===== config.mk =====
export PLATFORM = sky130hd
export DESIGN_NAME = tmrv_voter_top
export DESIGN_NICKNAME = d
export VERILOG_FILES = /design/src/logic/tmrv_pkg.sv /design/src/logic/tmrv_vote.sv /design/src/logic/tmrv_voter_top.sv
export SDC_FILE = /design/constraint.sdc
export NUM_CORES = 1
export LEC_CHECK = 0
export BUFFER_PORTS_ARGS = -buffer_cell sky130_fd_sc_hd__buf_2
export CORE_MARGIN = 2
export CORE_UTILIZATION = 55
export DETAILED_ROUTE_END_ITERATION = 6
export GPL_TIMING_DRIVEN = 0
export HOLD_SLACK_MARGIN = 0.03
export PLACE_DENSITY = 0.87
export RECOVER_POWER = 25
export SLEW_MARGIN = 40
export SYNTH_ARGS = -nofsm -noshare
export SYNTH_HDL_FRONTEND = slang
export SYNTH_SLANG_ARGS = --single-unit

===== constraint.sdc =====
create_clock -name clock -period 3.45 [get_ports clock]
set_input_delay 0.69 -clock clock [delete_from_list [all_inputs] [get_ports clock]]
set_output_delay 0.69 -clock clock [all_outputs]
set_load 0.05 [all_outputs]

===== src/logic/tmrv_pkg.sv =====
// Shared constants for the lane voter
package tmrv_pkg;
    localparam int TMRV_MEM_W = 32;
    localparam int TMRV_LINK_W = 4;
    localparam int TMRV_LANES = 3;
    localparam logic [2:0] TMRV_MISMATCH_RST = 3'h0;
    localparam logic TMRV_FLAG_RST = 1'h0;
    typedef enum logic [1:0] {
        TMRV_ACTIVE = 2'b00,
        TMRV_STANDBY = 2'b01,
        TMRV_CHANGE = 2'b10
    } tmrv_role_e;
endpackage


===== src/logic/tmrv_vote.sv =====
// Bitwise two-of-three voter with per-lane disagreement
`timescale 1ns/1ns
module tmrv_vote
    import tmrv_pkg::*;
#(
    parameter int W = 32
) (
    // Lane inputs
    input wire logic [W-1:0] laneA,
    input wire logic [W-1:0] laneB,
    input wire logic [W-1:0] laneC,
    // Voted result
    output logic [W-1:0] voted,
    output logic [2:0] laneOdd
);
    genvar i;
    generate
        for (i = 0; i < W; i++) begin : g_bit
            assign voted[i] = (laneA[i] & laneB[i]) | (laneA[i] & laneC[i])
                | (laneB[i] & laneC[i]);
        end
    endgenerate
    // A lane is odd when it differs from the majority anywhere
    assign laneOdd[0] = |(laneA ^ voted);
    assign laneOdd[1] = |(laneB ^ voted);
    assign laneOdd[2] = |(laneC ^ voted);
endmodule


===== src/logic/tmrv_voter_top.sv =====
// Lane voter: memory, link, watchdog, interlock and changeover
`timescale 1ns/1ns
module tmrv_voter_top
    import tmrv_pkg::*;
(
    // Clock and reset
    input wire logic clock,
    input wire logic rst_n,
    // Memory read lanes
    input wire logic [TMRV_MEM_W-1:0] memRdA,
    input wire logic [TMRV_MEM_W-1:0] memRdB,
    input wire logic [TMRV_MEM_W-1:0] memRdC,
    input wire logic memRdValid,
    // Link receive lanes with lane-side fault flags
    input wire logic [TMRV_LINK_W-1:0] linkRxA,
    input wire logic [TMRV_LINK_W-1:0] linkRxB,
    input wire logic [TMRV_LINK_W-1:0] linkRxC,
    input wire logic linkRxValid,
    input wire logic linkRxErr,
    input wire logic ioModFault,
    // Lane watchdogs (pins)
    input wire logic wdogA,
    input wire logic wdogB,
    input wire logic wdogC,
    // Latch switches and pair control (pins)
    input wire logic latchTop,
    input wire logic latchBot,
    input wire logic ejectorOpen,
    input wire logic isActive,
    input wire logic peerTrigger,
    // Voted outputs
    output logic [TMRV_MEM_W-1:0] memVoted,
    output logic memVotedValid,
    output logic [TMRV_LINK_W-1:0] linkVoted,
    output logic linkVotedValid,
    output logic linkFault,
    output logic fpWatchdog,
    // Status and events
    output logic errorInd,
    output logic [2:0] laneMismatch,
    output logic [2:0] laneIrq,
    output logic changeoverReq,
    output logic goActive
);
    ////////////////////////////////////////////////////////////////
    typedef struct packed {
        logic [TMRV_MEM_W-1:0] mem;
        logic memV;
        logic [TMRV_LINK_W-1:0] link;
        logic linkV;
        logic linkF;
        logic [2:0] mis;
        logic err;
        logic [2:0] wdS1;
        logic [2:0] wdS2;
        logic [2:0] wdS3;
        logic [2:0] pinS1;
        logic [2:0] pinS2;
        logic [2:0] pinS3;
        logic latchSeen;
        logic [2:0] irq;
        logic fpWd;
        tmrv_role_e role;
        logic chg;
    } tmrv_state_s;

    tmrv_state_s st_reg;
    tmrv_state_s st_next;
    logic [TMRV_MEM_W-1:0] memMaj;
    logic [2:0] memOdd;
    logic [TMRV_LINK_W-1:0] linkMaj;
    logic [2:0] linkOdd;
    logic [0:0] wdMaj;
    logic [2:0] wdOdd;
    logic [2:0] pinStable;
    logic latchNow;

    ////////////////////////////////////////////////////////////////
    // Memory path voter, 32 bits wide
    tmrv_vote #(.W(TMRV_MEM_W)) u_memVote (
        .laneA(memRdA),
        .laneB(memRdB),
        .laneC(memRdC),
        .voted(memMaj),
        .laneOdd(memOdd)
    );
    // Separate link voter, so link faults never share the memory path
    tmrv_vote #(.W(TMRV_LINK_W)) u_linkVote (
        .laneA(linkRxA),
        .laneB(linkRxB),
        .laneC(linkRxC),
        .voted(linkMaj),
        .laneOdd(linkOdd)
    );
    // Watchdog voter on synchronised lanes
    tmrv_vote #(.W(1)) u_wdVote (
        .laneA(st_reg.wdS3[0:0]),
        .laneB(st_reg.wdS3[1:1]),
        .laneC(st_reg.wdS3[2:2]),
        .voted(wdMaj),
        .laneOdd(wdOdd)
    );

    // Pin accepted once stages two and three agree
    assign pinStable = ~(st_reg.pinS2 ^ st_reg.pinS3);
    assign latchNow = (pinStable[0] & st_reg.pinS3[0]) | (pinStable[1] & st_reg.pinS3[1]);

    ////////////////////////////////////////////////////////////////
    always_comb begin
        st_next = st_reg;
        // Pin synchronisers; first stage feeds only the second
        st_next.wdS1 = {wdogC, wdogB, wdogA};
        st_next.wdS2 = st_reg.wdS1;
        st_next.wdS3 = st_reg.wdS2;
        st_next.pinS1 = {ejectorOpen, latchBot, latchTop};
        st_next.pinS2 = st_reg.pinS1;
        st_next.pinS3 = st_reg.pinS2;
        // Memory reads voted every cycle they are valid
        st_next.memV = memRdValid;
        if (memRdValid) begin
            st_next.mem = memMaj;
        end
        // Faulty link words are flagged and held off the voted link output
        st_next.linkF = linkRxValid & (linkRxErr | ioModFault);
        st_next.linkV = linkRxValid & ~(linkRxErr | ioModFault);
        if (linkRxValid & ~(linkRxErr | ioModFault)) begin
            st_next.link = linkMaj;
        end
        // Sticky lane flags; only reset clears them
        st_next.mis = st_reg.mis
            | (memRdValid ? memOdd : 3'h0)
            | (linkRxValid ? linkOdd : 3'h0);
        st_next.err = st_reg.err | (|st_next.mis);
        st_next.fpWd = wdMaj[0];
        // Interrupt pulse to each lane on switch actuation edge
        st_next.latchSeen = latchNow;
        st_next.irq = (latchNow & ~st_reg.latchSeen) ? 3'h7 : 3'h0;
        st_next.chg = 1'b0;
        case (st_reg.role)
            TMRV_ACTIVE: begin
                if (pinStable[2] & st_reg.pinS3[2]) begin
                    st_next.role = TMRV_CHANGE;
                    st_next.chg = 1'b1;
                end
            end
            TMRV_STANDBY: begin
                if (peerTrigger) begin
                    st_next.role = TMRV_ACTIVE;
                end
            end
            TMRV_CHANGE: begin
                // Handed over; wait as standby until the peer triggers back
                st_next.role = TMRV_STANDBY;
            end
            default: begin
                st_next.role = TMRV_STANDBY;
            end
        endcase
    end

    always_ff @(posedge clock) begin
        if (!rst_n) begin
            st_reg <= '0;
            st_reg.mis <= TMRV_MISMATCH_RST;
            st_reg.err <= TMRV_FLAG_RST;
            st_reg.role <= TMRV_STANDBY;
        end else begin
            st_reg <= st_next;
        end
    end

    ////////////////////////////////////////////////////////////////
    assign memVoted = st_reg.mem;
    assign memVotedValid = st_reg.memV;
    assign linkVoted = st_reg.link;
    assign linkVotedValid = st_reg.linkV;
    assign linkFault = st_reg.linkF;
    assign fpWatchdog = st_reg.fpWd;
    assign errorInd = st_reg.err;
    assign laneMismatch = st_reg.mis;
    assign laneIrq = st_reg.irq;
    assign changeoverReq = st_reg.chg;
    // Gated by the pair status line, so a lone unit never claims the pair
    assign goActive = (st_reg.role == TMRV_ACTIVE) & isActive;

    ////////////////////////////////////////////////////////////////
    a_mem_vote_out: assert property (@(posedge clock) disable iff (!rst_n)
        memRdValid && memRdA == memRdB |=> memVoted == $past(memRdA) && memVotedValid)
        else $error("memory vote wrong");
    a_link_majority: assert property (@(posedge clock) disable iff (!rst_n)
        linkRxValid && !linkRxErr && !ioModFault && linkRxB == linkRxC
        |=> linkVoted == $past(linkRxB)) else $error("link vote wrong");
    a_link_fault_block: assert property (@(posedge clock) disable iff (!rst_n)
        linkRxValid && (linkRxErr || ioModFault) |=> linkFault && !linkVotedValid
        && $stable(linkVoted)) else $error("faulty link data passed");
    a_err_sticky: assert property (@(posedge clock) disable iff (!rst_n)
        errorInd |=> errorInd) else $error("error indication dropped");
    a_mis_sets_err: assert property (@(posedge clock) disable iff (!rst_n)
        memRdValid && memRdA != memRdB && memRdB == memRdC |=> laneMismatch[0] ##1 errorInd)
        else $error("lane A mismatch missed");
    a_wdog_follow: assert property (@(posedge clock) disable iff (!rst_n)
        wdogA && wdogB ##1 wdogA && wdogB ##1 wdogA && wdogB ##1 1 |-> ##1 fpWatchdog)
        else $error("watchdog vote wrong");
    a_irq_all_lanes: assert property (@(posedge clock) disable iff (!rst_n)
        laneIrq != 3'h0 |-> laneIrq == 3'h7 ##1 laneIrq == 3'h0)
        else $error("interrupt not to all lanes");
    a_change_leaves: assert property (@(posedge clock) disable iff (!rst_n)
        changeoverReq |-> !goActive ##1 !changeoverReq) else $error("changeover wrong");

    c_mem_mismatch: cover property (@(posedge clock) disable iff (!rst_n) $rose(errorInd));
    c_link_fault: cover property (@(posedge clock) disable iff (!rst_n) linkFault);
    c_latch_irq: cover property (@(posedge clock) disable iff (!rst_n) laneIrq == 3'h7);
    c_changeover: cover property (@(posedge clock) disable iff (!rst_n) changeoverReq);
endmodule


### Yosys cells after proc, flatten, opt, wreduce, memory -nomap -nowiden

Cells that the tools add are included.

* input port bits: 122
* word-level logic and storage cells: 244
* register bits after elaboration: 69
* output and inout bits: 49

* equality and inequality tests: 3
* bitwise logic cells: 207
* multiplexer cells: 6
* reductions and logical operators: 10

Operators with widths (number)
* 1-bit AND: 118
* 32-bit OR reduction: 3
* 32-bit XOR: 3
* 1-bit OR: 77
* 3-bit two-way mux: 4
* 4-bit OR reduction: 3
* 4-bit XOR: 3
* 3-bit OR: 2
* 2-bit inequality test (second input constant): 2
* 2-bit one-hot mux with 2 select lines: 1
* 2-bit AND reduction: 2
* 3-bit inverter: 1
* 3-bit OR reduction: 1
* 3-bit XOR: 1
* 2-bit by 1-bit equality test with 1-bit output (second input constant): 1
* 2-bit logical NOT: 1
* 2-bit two-way mux: 1
* 1-bit inverter: 2

### Longest topological paths before layout

* word-level depth: 10
* gate-level depth with buffers: 7
* mapped depth without buffers: 6

### By module

Synthesis repeated with hierarchy kept, for this count alone.

* cells, all modules: 613
* area, all modules: 4783.3 um2

Modules (own cells, without submodules)
* tmrv_voter_top: seq. area each 1341.3 um2, instances 1, cells each 232, area an instance 2468.6 um2
* tmrv_vote at u_memVote: seq. area each 0.0 um2, instances 1, cells each 333, area an instance 1984.4 um2
* tmrv_vote at u_linkVote: seq. area each 0.0 um2, instances 1, cells each 39, area an instance 271.5 um2
* tmrv_vote at u_wdVote: seq. area each 0.0 um2, instances 1, cells each 9, area an instance 58.8 um2

### Worst setup path before layout

No wires, ideal clock.

* kind: input port to flip-flop
* start point: in memRdB[14]
* end point: reg st_reg, in the netlist errorInd
* stages on the path: 6
* data required time: 3313 ps
* path slack: 1502 ps
* path buffers: 0
* library setup time: 137 ps
* data arrival time: 1811 ps
* path through: and3b_1 nor4_1 nand4_1 o41ai_2 a21o_1 o2111ai_1

* word-level cells in the longest chain between the ends: 10
* elaborated cells on any way between the ends: 15
* those cells by class: mux (1); bitwise (10); reduce/logical (4)

RTL lines
* start: declaration: line tmrv_voter_top.sv:11 `input wire logic [TMRV_MEM_W-1:0] memRdB,`
* 1-bit AND: line tmrv_vote.sv:19 `assign voted[i] = (laneA[i] & laneB[i]) | (laneA[i] & laneC[i])`
* 1-bit OR: line tmrv_vote.sv:19
* 1-bit OR: line tmrv_vote.sv:20 `| (laneB[i] & laneC[i]);`
* 32-bit XOR, on equally long branches: line tmrv_vote.sv:24, tmrv_vote.sv:25, tmrv_vote.sv:26
* 32-bit OR reduction, on equally long branches: line tmrv_vote.sv:24, tmrv_vote.sv:25, tmrv_vote.sv:26
* 3-bit two-way mux *: line tmrv_voter_top.sv:131 `| (memRdValid ? memOdd : 3'h0)`
* 3-bit OR *: line tmrv_voter_top.sv:131
* 3-bit OR *: line tmrv_voter_top.sv:132 `| (linkRxValid ? linkOdd : 3'h0);`
* 3-bit OR reduction *: line tmrv_voter_top.sv:133 `st_next.err = st_reg.err | (|st_next.mis);`
* 1-bit OR *: line tmrv_voter_top.sv:133
* end signal: assignment: line tmrv_voter_top.sv:168 `st_reg <= st_next;`
* end: declaration: line tmrv_voter_top.sv:67 `tmrv_state_s st_reg;`

Mark *: on every way between the ends. The rest lies on a longest branch, timed or not.
A chain may end at the register's enable or synchronous reset.

### Worst setup path in the final report

Ends and elaborated chain as after synthesis.

==> results <==
- For the worst setup path, the data required time is 3.67 ns.
- The power per cell area is 368 nW/µm².
- Cells with a size suffix above 1 make up 31.9% of the layout.
- The number of gates resized after cts is 0.
- The count of hold buffers inserted by post-cts repair is 0.
- After clock tree synthesis, the clock-pin slew on the worst setup and hold paths is 0.08 ns.
- The estimated wirelength of the detail-placed design is 11400 µm.
- The CTS sink count is 67.
- The routed length per placed instance is 16.4 µm.
- The number of pins with negative max-slew slack in the final report is 0.
- The via count of the routed design is 5563.
- The synthesized design contains 67 register bits.
- The sequential fraction of the synthesis area is 27.7%.
- The final instance area is 6020 µm².
- The overall die area is 9560 µm².
- The run finished with clean final reports.
- STA classifies the critical path startpoint as an input pin.
- In the final design database the tool counted 927 nets.
- The final layout contains routed wiring with a total length of 15100 µm.
- In the final layout, the multi-input gates occupy 3110 µm².
- At the pin with the least slew margin, the transition time is 0.785 ns.
- In this run the cell area measured after placement is 5820 µm².
- The wire length of the first global-routing pass is 23400 µm.
- The kind of critical path is input pin to flop.
- In this run the deepest clock path goes through 2 buffers.
- IR analysis of the VDD net gives a maximum drop of 233 µV.
- Counting instances in the post-synthesis netlist gives the leading cell types as 76 x sky130_fd_sc_hd__o21ai_0, 67 x sky130_fd_sc_hd__dfxtp_1, 65 x sky130_fd_sc_hd__nand2_1.
- From synthesis to final layout, the design area changed by 24.5%.
- The number of global-route vias before repair came to 4846.
- The clock insertion delay at the later pin of the skew report is 0.36 ns.
- The total count of hold-check failures in the final report was 0.
- The total nets after synthesis is 747.
- The worst hold-check path type is flop to flop.
- The pin count of the biggest net entering global routing is 15.
- Setup repair after global routing left no endpoint under its margin.
- The sequential cells in the finished layout cover a total of 1340 µm².
- The die height is 97.8 µm.
- The synthesis warning total is 0.
- The mapped cell area is 4840 µm².
- The H-tree generated during clock tree synthesis spans 3 levels.
- The root cell of the clock tree is sky130_fd_sc_hd__clkbuf_8.
- The final antenna-violating net count is 0.
- The routability congestion estimate is 0.883.
- TritonCTS built the clock tree.
- By area the synthesized netlist is led by sky130_fd_sc_hd__dfxtp_1 28%, sky130_fd_sc_hd__o21ai_0 7.9%, sky130_fd_sc_hd__and3b_1 6.7%, sky130_fd_sc_hd__buf_4 6.5%, sky130_fd_sc_hd__nor3b_1 5.9%.
- The synthesized netlist contains 31 unique library cells.
- The flip-flop cell with the highest count after synthesis is sky130_fd_sc_hd__dfxtp_1.
- Once the floorplan was initialized, standard cells occupied 56.0% of the core.
- The analysis attributes to cell leakage a power of 0.00270 µW.
- The remaining global-route overflow is 0.
- The number of antenna cells inserted is 0.
- The number of enable flip-flop cells after synthesis is 0.
- The post-detailed-route via-to-cell ratio is 6.06.
- The core region area is 8640 µm².
- The routed design could run at a clock period as short as 2.24 ns.
- For this run, asynchronously set or reset flops after synthesis account for 0%.
- The register with the most flip-flops in the layout has 32 of them.
- The library cell with the largest summed area after synthesis is sky130_fd_sc_hd__dfxtp_1.
- Measured against its own limit, the worst slew margin works out to 47.2%.
- A synthesized cell averages 7.74 µm².
- The number of DRC markers after the initial detailed-route iteration is 384.
- The share of the synthesized area in the top cell type is 27.7%.
- The cell count after synthesis is 625.
- Setup violations remaining at the end of the flow were counted as 0.
- The total setup buffers inserted after CTS is 0.
- The total track usage is 30.3%.
- The detailed-route DRC error count is 0.
- The floorplan has 34 rows.
- The total negative slack for setup checks is 0 ns.
- The layout has 753 filler cells.
- The maximum clock rate is 0.447 GHz.
- The dominant cell by count in the synthesized netlist is sky130_fd_sc_hd__o21ai_0.
- The number of input and output port buffers inserted is 169.
- The worst path uses 64.8% of the clock period.
- The detailed-routing iteration count for the pre-antenna-repair pass is 6.
- The highest fanout seen on the critical path is 8.
- The number of buffers created by CTS is 9.
- The number of antenna violations at the first check in global routing is 0.
- Max-cap violations in this run came to 0.
- 171 I/O pins were placed.
- The width of the chip is 97.8 µm.
- Clock skew on the completed layout was measured at 0.00618 ns.
- Data arrives at the worst endpoint at 2.45 ns.
- The kind of capture point of the worst setup path is a flop.
==> path summary, 6_finish.rpt <==
check / start / endpoint / slack (ns) / cells after the start
worst max-delay path: memRdB[14] / errorInd / 1.21 / 7
worst min-delay path: st_reg[7] / laneIrq[1] / 0.43 / 1
worst max register to register: laneMismatch[2] / errorInd / 2.35 / 3
worst min register to register: st_reg[7] / laneIrq[1] / 0.43 / 1
==> cell usage in the layout (no fill, tap or decap), types with 2 or more instances in the layout <==
cell and n:
sky130_fd_sc_hd__dfxtp_1 67, sky130_fd_sc_hd__clkinv_4 2, sky130_fd_sc_hd__a21oi_1 6, sky130_fd_sc_hd__nand2_1 65, sky130_fd_sc_hd__and3b_1 37, sky130_fd_sc_hd__buf_4 42, sky130_fd_sc_hd__inv_1 5, sky130_fd_sc_hd__and2_0 6
sky130_fd_sc_hd__clkbuf_8 9, sky130_fd_sc_hd__buf_1 2, sky130_fd_sc_hd__clkbuf_1 14, sky130_fd_sc_hd__nor4_1 26, sky130_fd_sc_hd__nor2b_1 13, sky130_fd_sc_hd__nand3b_1 32, sky130_fd_sc_hd__nor2_1 16, sky130_fd_sc_hd__and3_1 3
sky130_fd_sc_hd__nor3b_1 38, sky130_fd_sc_hd__o22ai_1 25, sky130_fd_sc_hd__and2_1 13, sky130_fd_sc_hd__o21ai_0 76, sky130_fd_sc_hd__mux2i_1 2, sky130_fd_sc_hd__nand2b_1 25, sky130_fd_sc_hd__or3b_2 32, sky130_fd_sc_hd__nor3_1 4
sky130_fd_sc_hd__buf_2 167, sky130_fd_sc_hd__inv_6 2, sky130_fd_sc_hd__a31oi_1 39, sky130_fd_sc_hd__nand4_1 24, sky130_fd_sc_hd__a221oi_1 8
==> metrics by stage <==
stage          hold WS [ns]  power [µW]  instances  setup WS (ns)  utilization, %
2_1_floorplan         0.367        1260        625           1.50               -
6_report              0.431        2220        918           1.21            69.7
3_3_place_gp          0.373        1490        902          0.919            67.4
3_5_place_dp          0.399        1510        902          0.874            67.4
5_1_grt               0.457        2310        918           1.14            69.7
4_1_cts               0.437        2210        918           1.23            69.8
==> layer usage <==
layer	wire (µm)	vias to the layer above	global-route usage, %	part of all wire (%)
li1	-	2680	-	-
met1	5970	2555	38.7	40
met2	7140	285	51.4	47
met3	1490	43	5.44	9.9
met4	462	0	11.2	3.1
met5	0	-	0	0
==> power breakdown <==
group          leakage, µW  switching [µW]  internal (µW)  total, µW
Sequential        0.000554            21.7            819        841
Clock             0.000102             362            347        709
Combinational      0.00205             415            252        667
Total              0.00270             799           1420       2220
==> worst max-delay path, cell delays in order <==
cell,delay [ns]
sky130_fd_sc_hd__buf_2,0.14
sky130_fd_sc_hd__and3b_1,0.18
sky130_fd_sc_hd__nor4_1,0.51
sky130_fd_sc_hd__nand4_1,0.19
sky130_fd_sc_hd__o41ai_2,0.48
sky130_fd_sc_hd__a21o_1,0.17
sky130_fd_sc_hd__o2111ai_1,0.10
==> area by class of cell <==
type / instances / area share, %
Multi-Input combinational cell: 497 / 51.6
Timing Repair Buffer: 169 / 14.0
Clock inverter: 7 / 1.39
Sequential cell: 67 / 22.3
Tap cell: 108 / 2.24
Buffer: 56 / 6.11
Clock buffer: 9 / 2.06
Inverter: 5 / 0.312
==> logic make-up (layout without fill, tap and decap cells) <==
logic type	Yosys count	count (layout)	share of synthesized area, %
muxes	2	2	0.414
DFF	67	67	27.7
and+or+nand+nor	334	334	44.3
AOI/OAI and AO/OA	161	161	19.6
buffers and inverters	61	246	7.99
(Power assumes the default switching activity.)
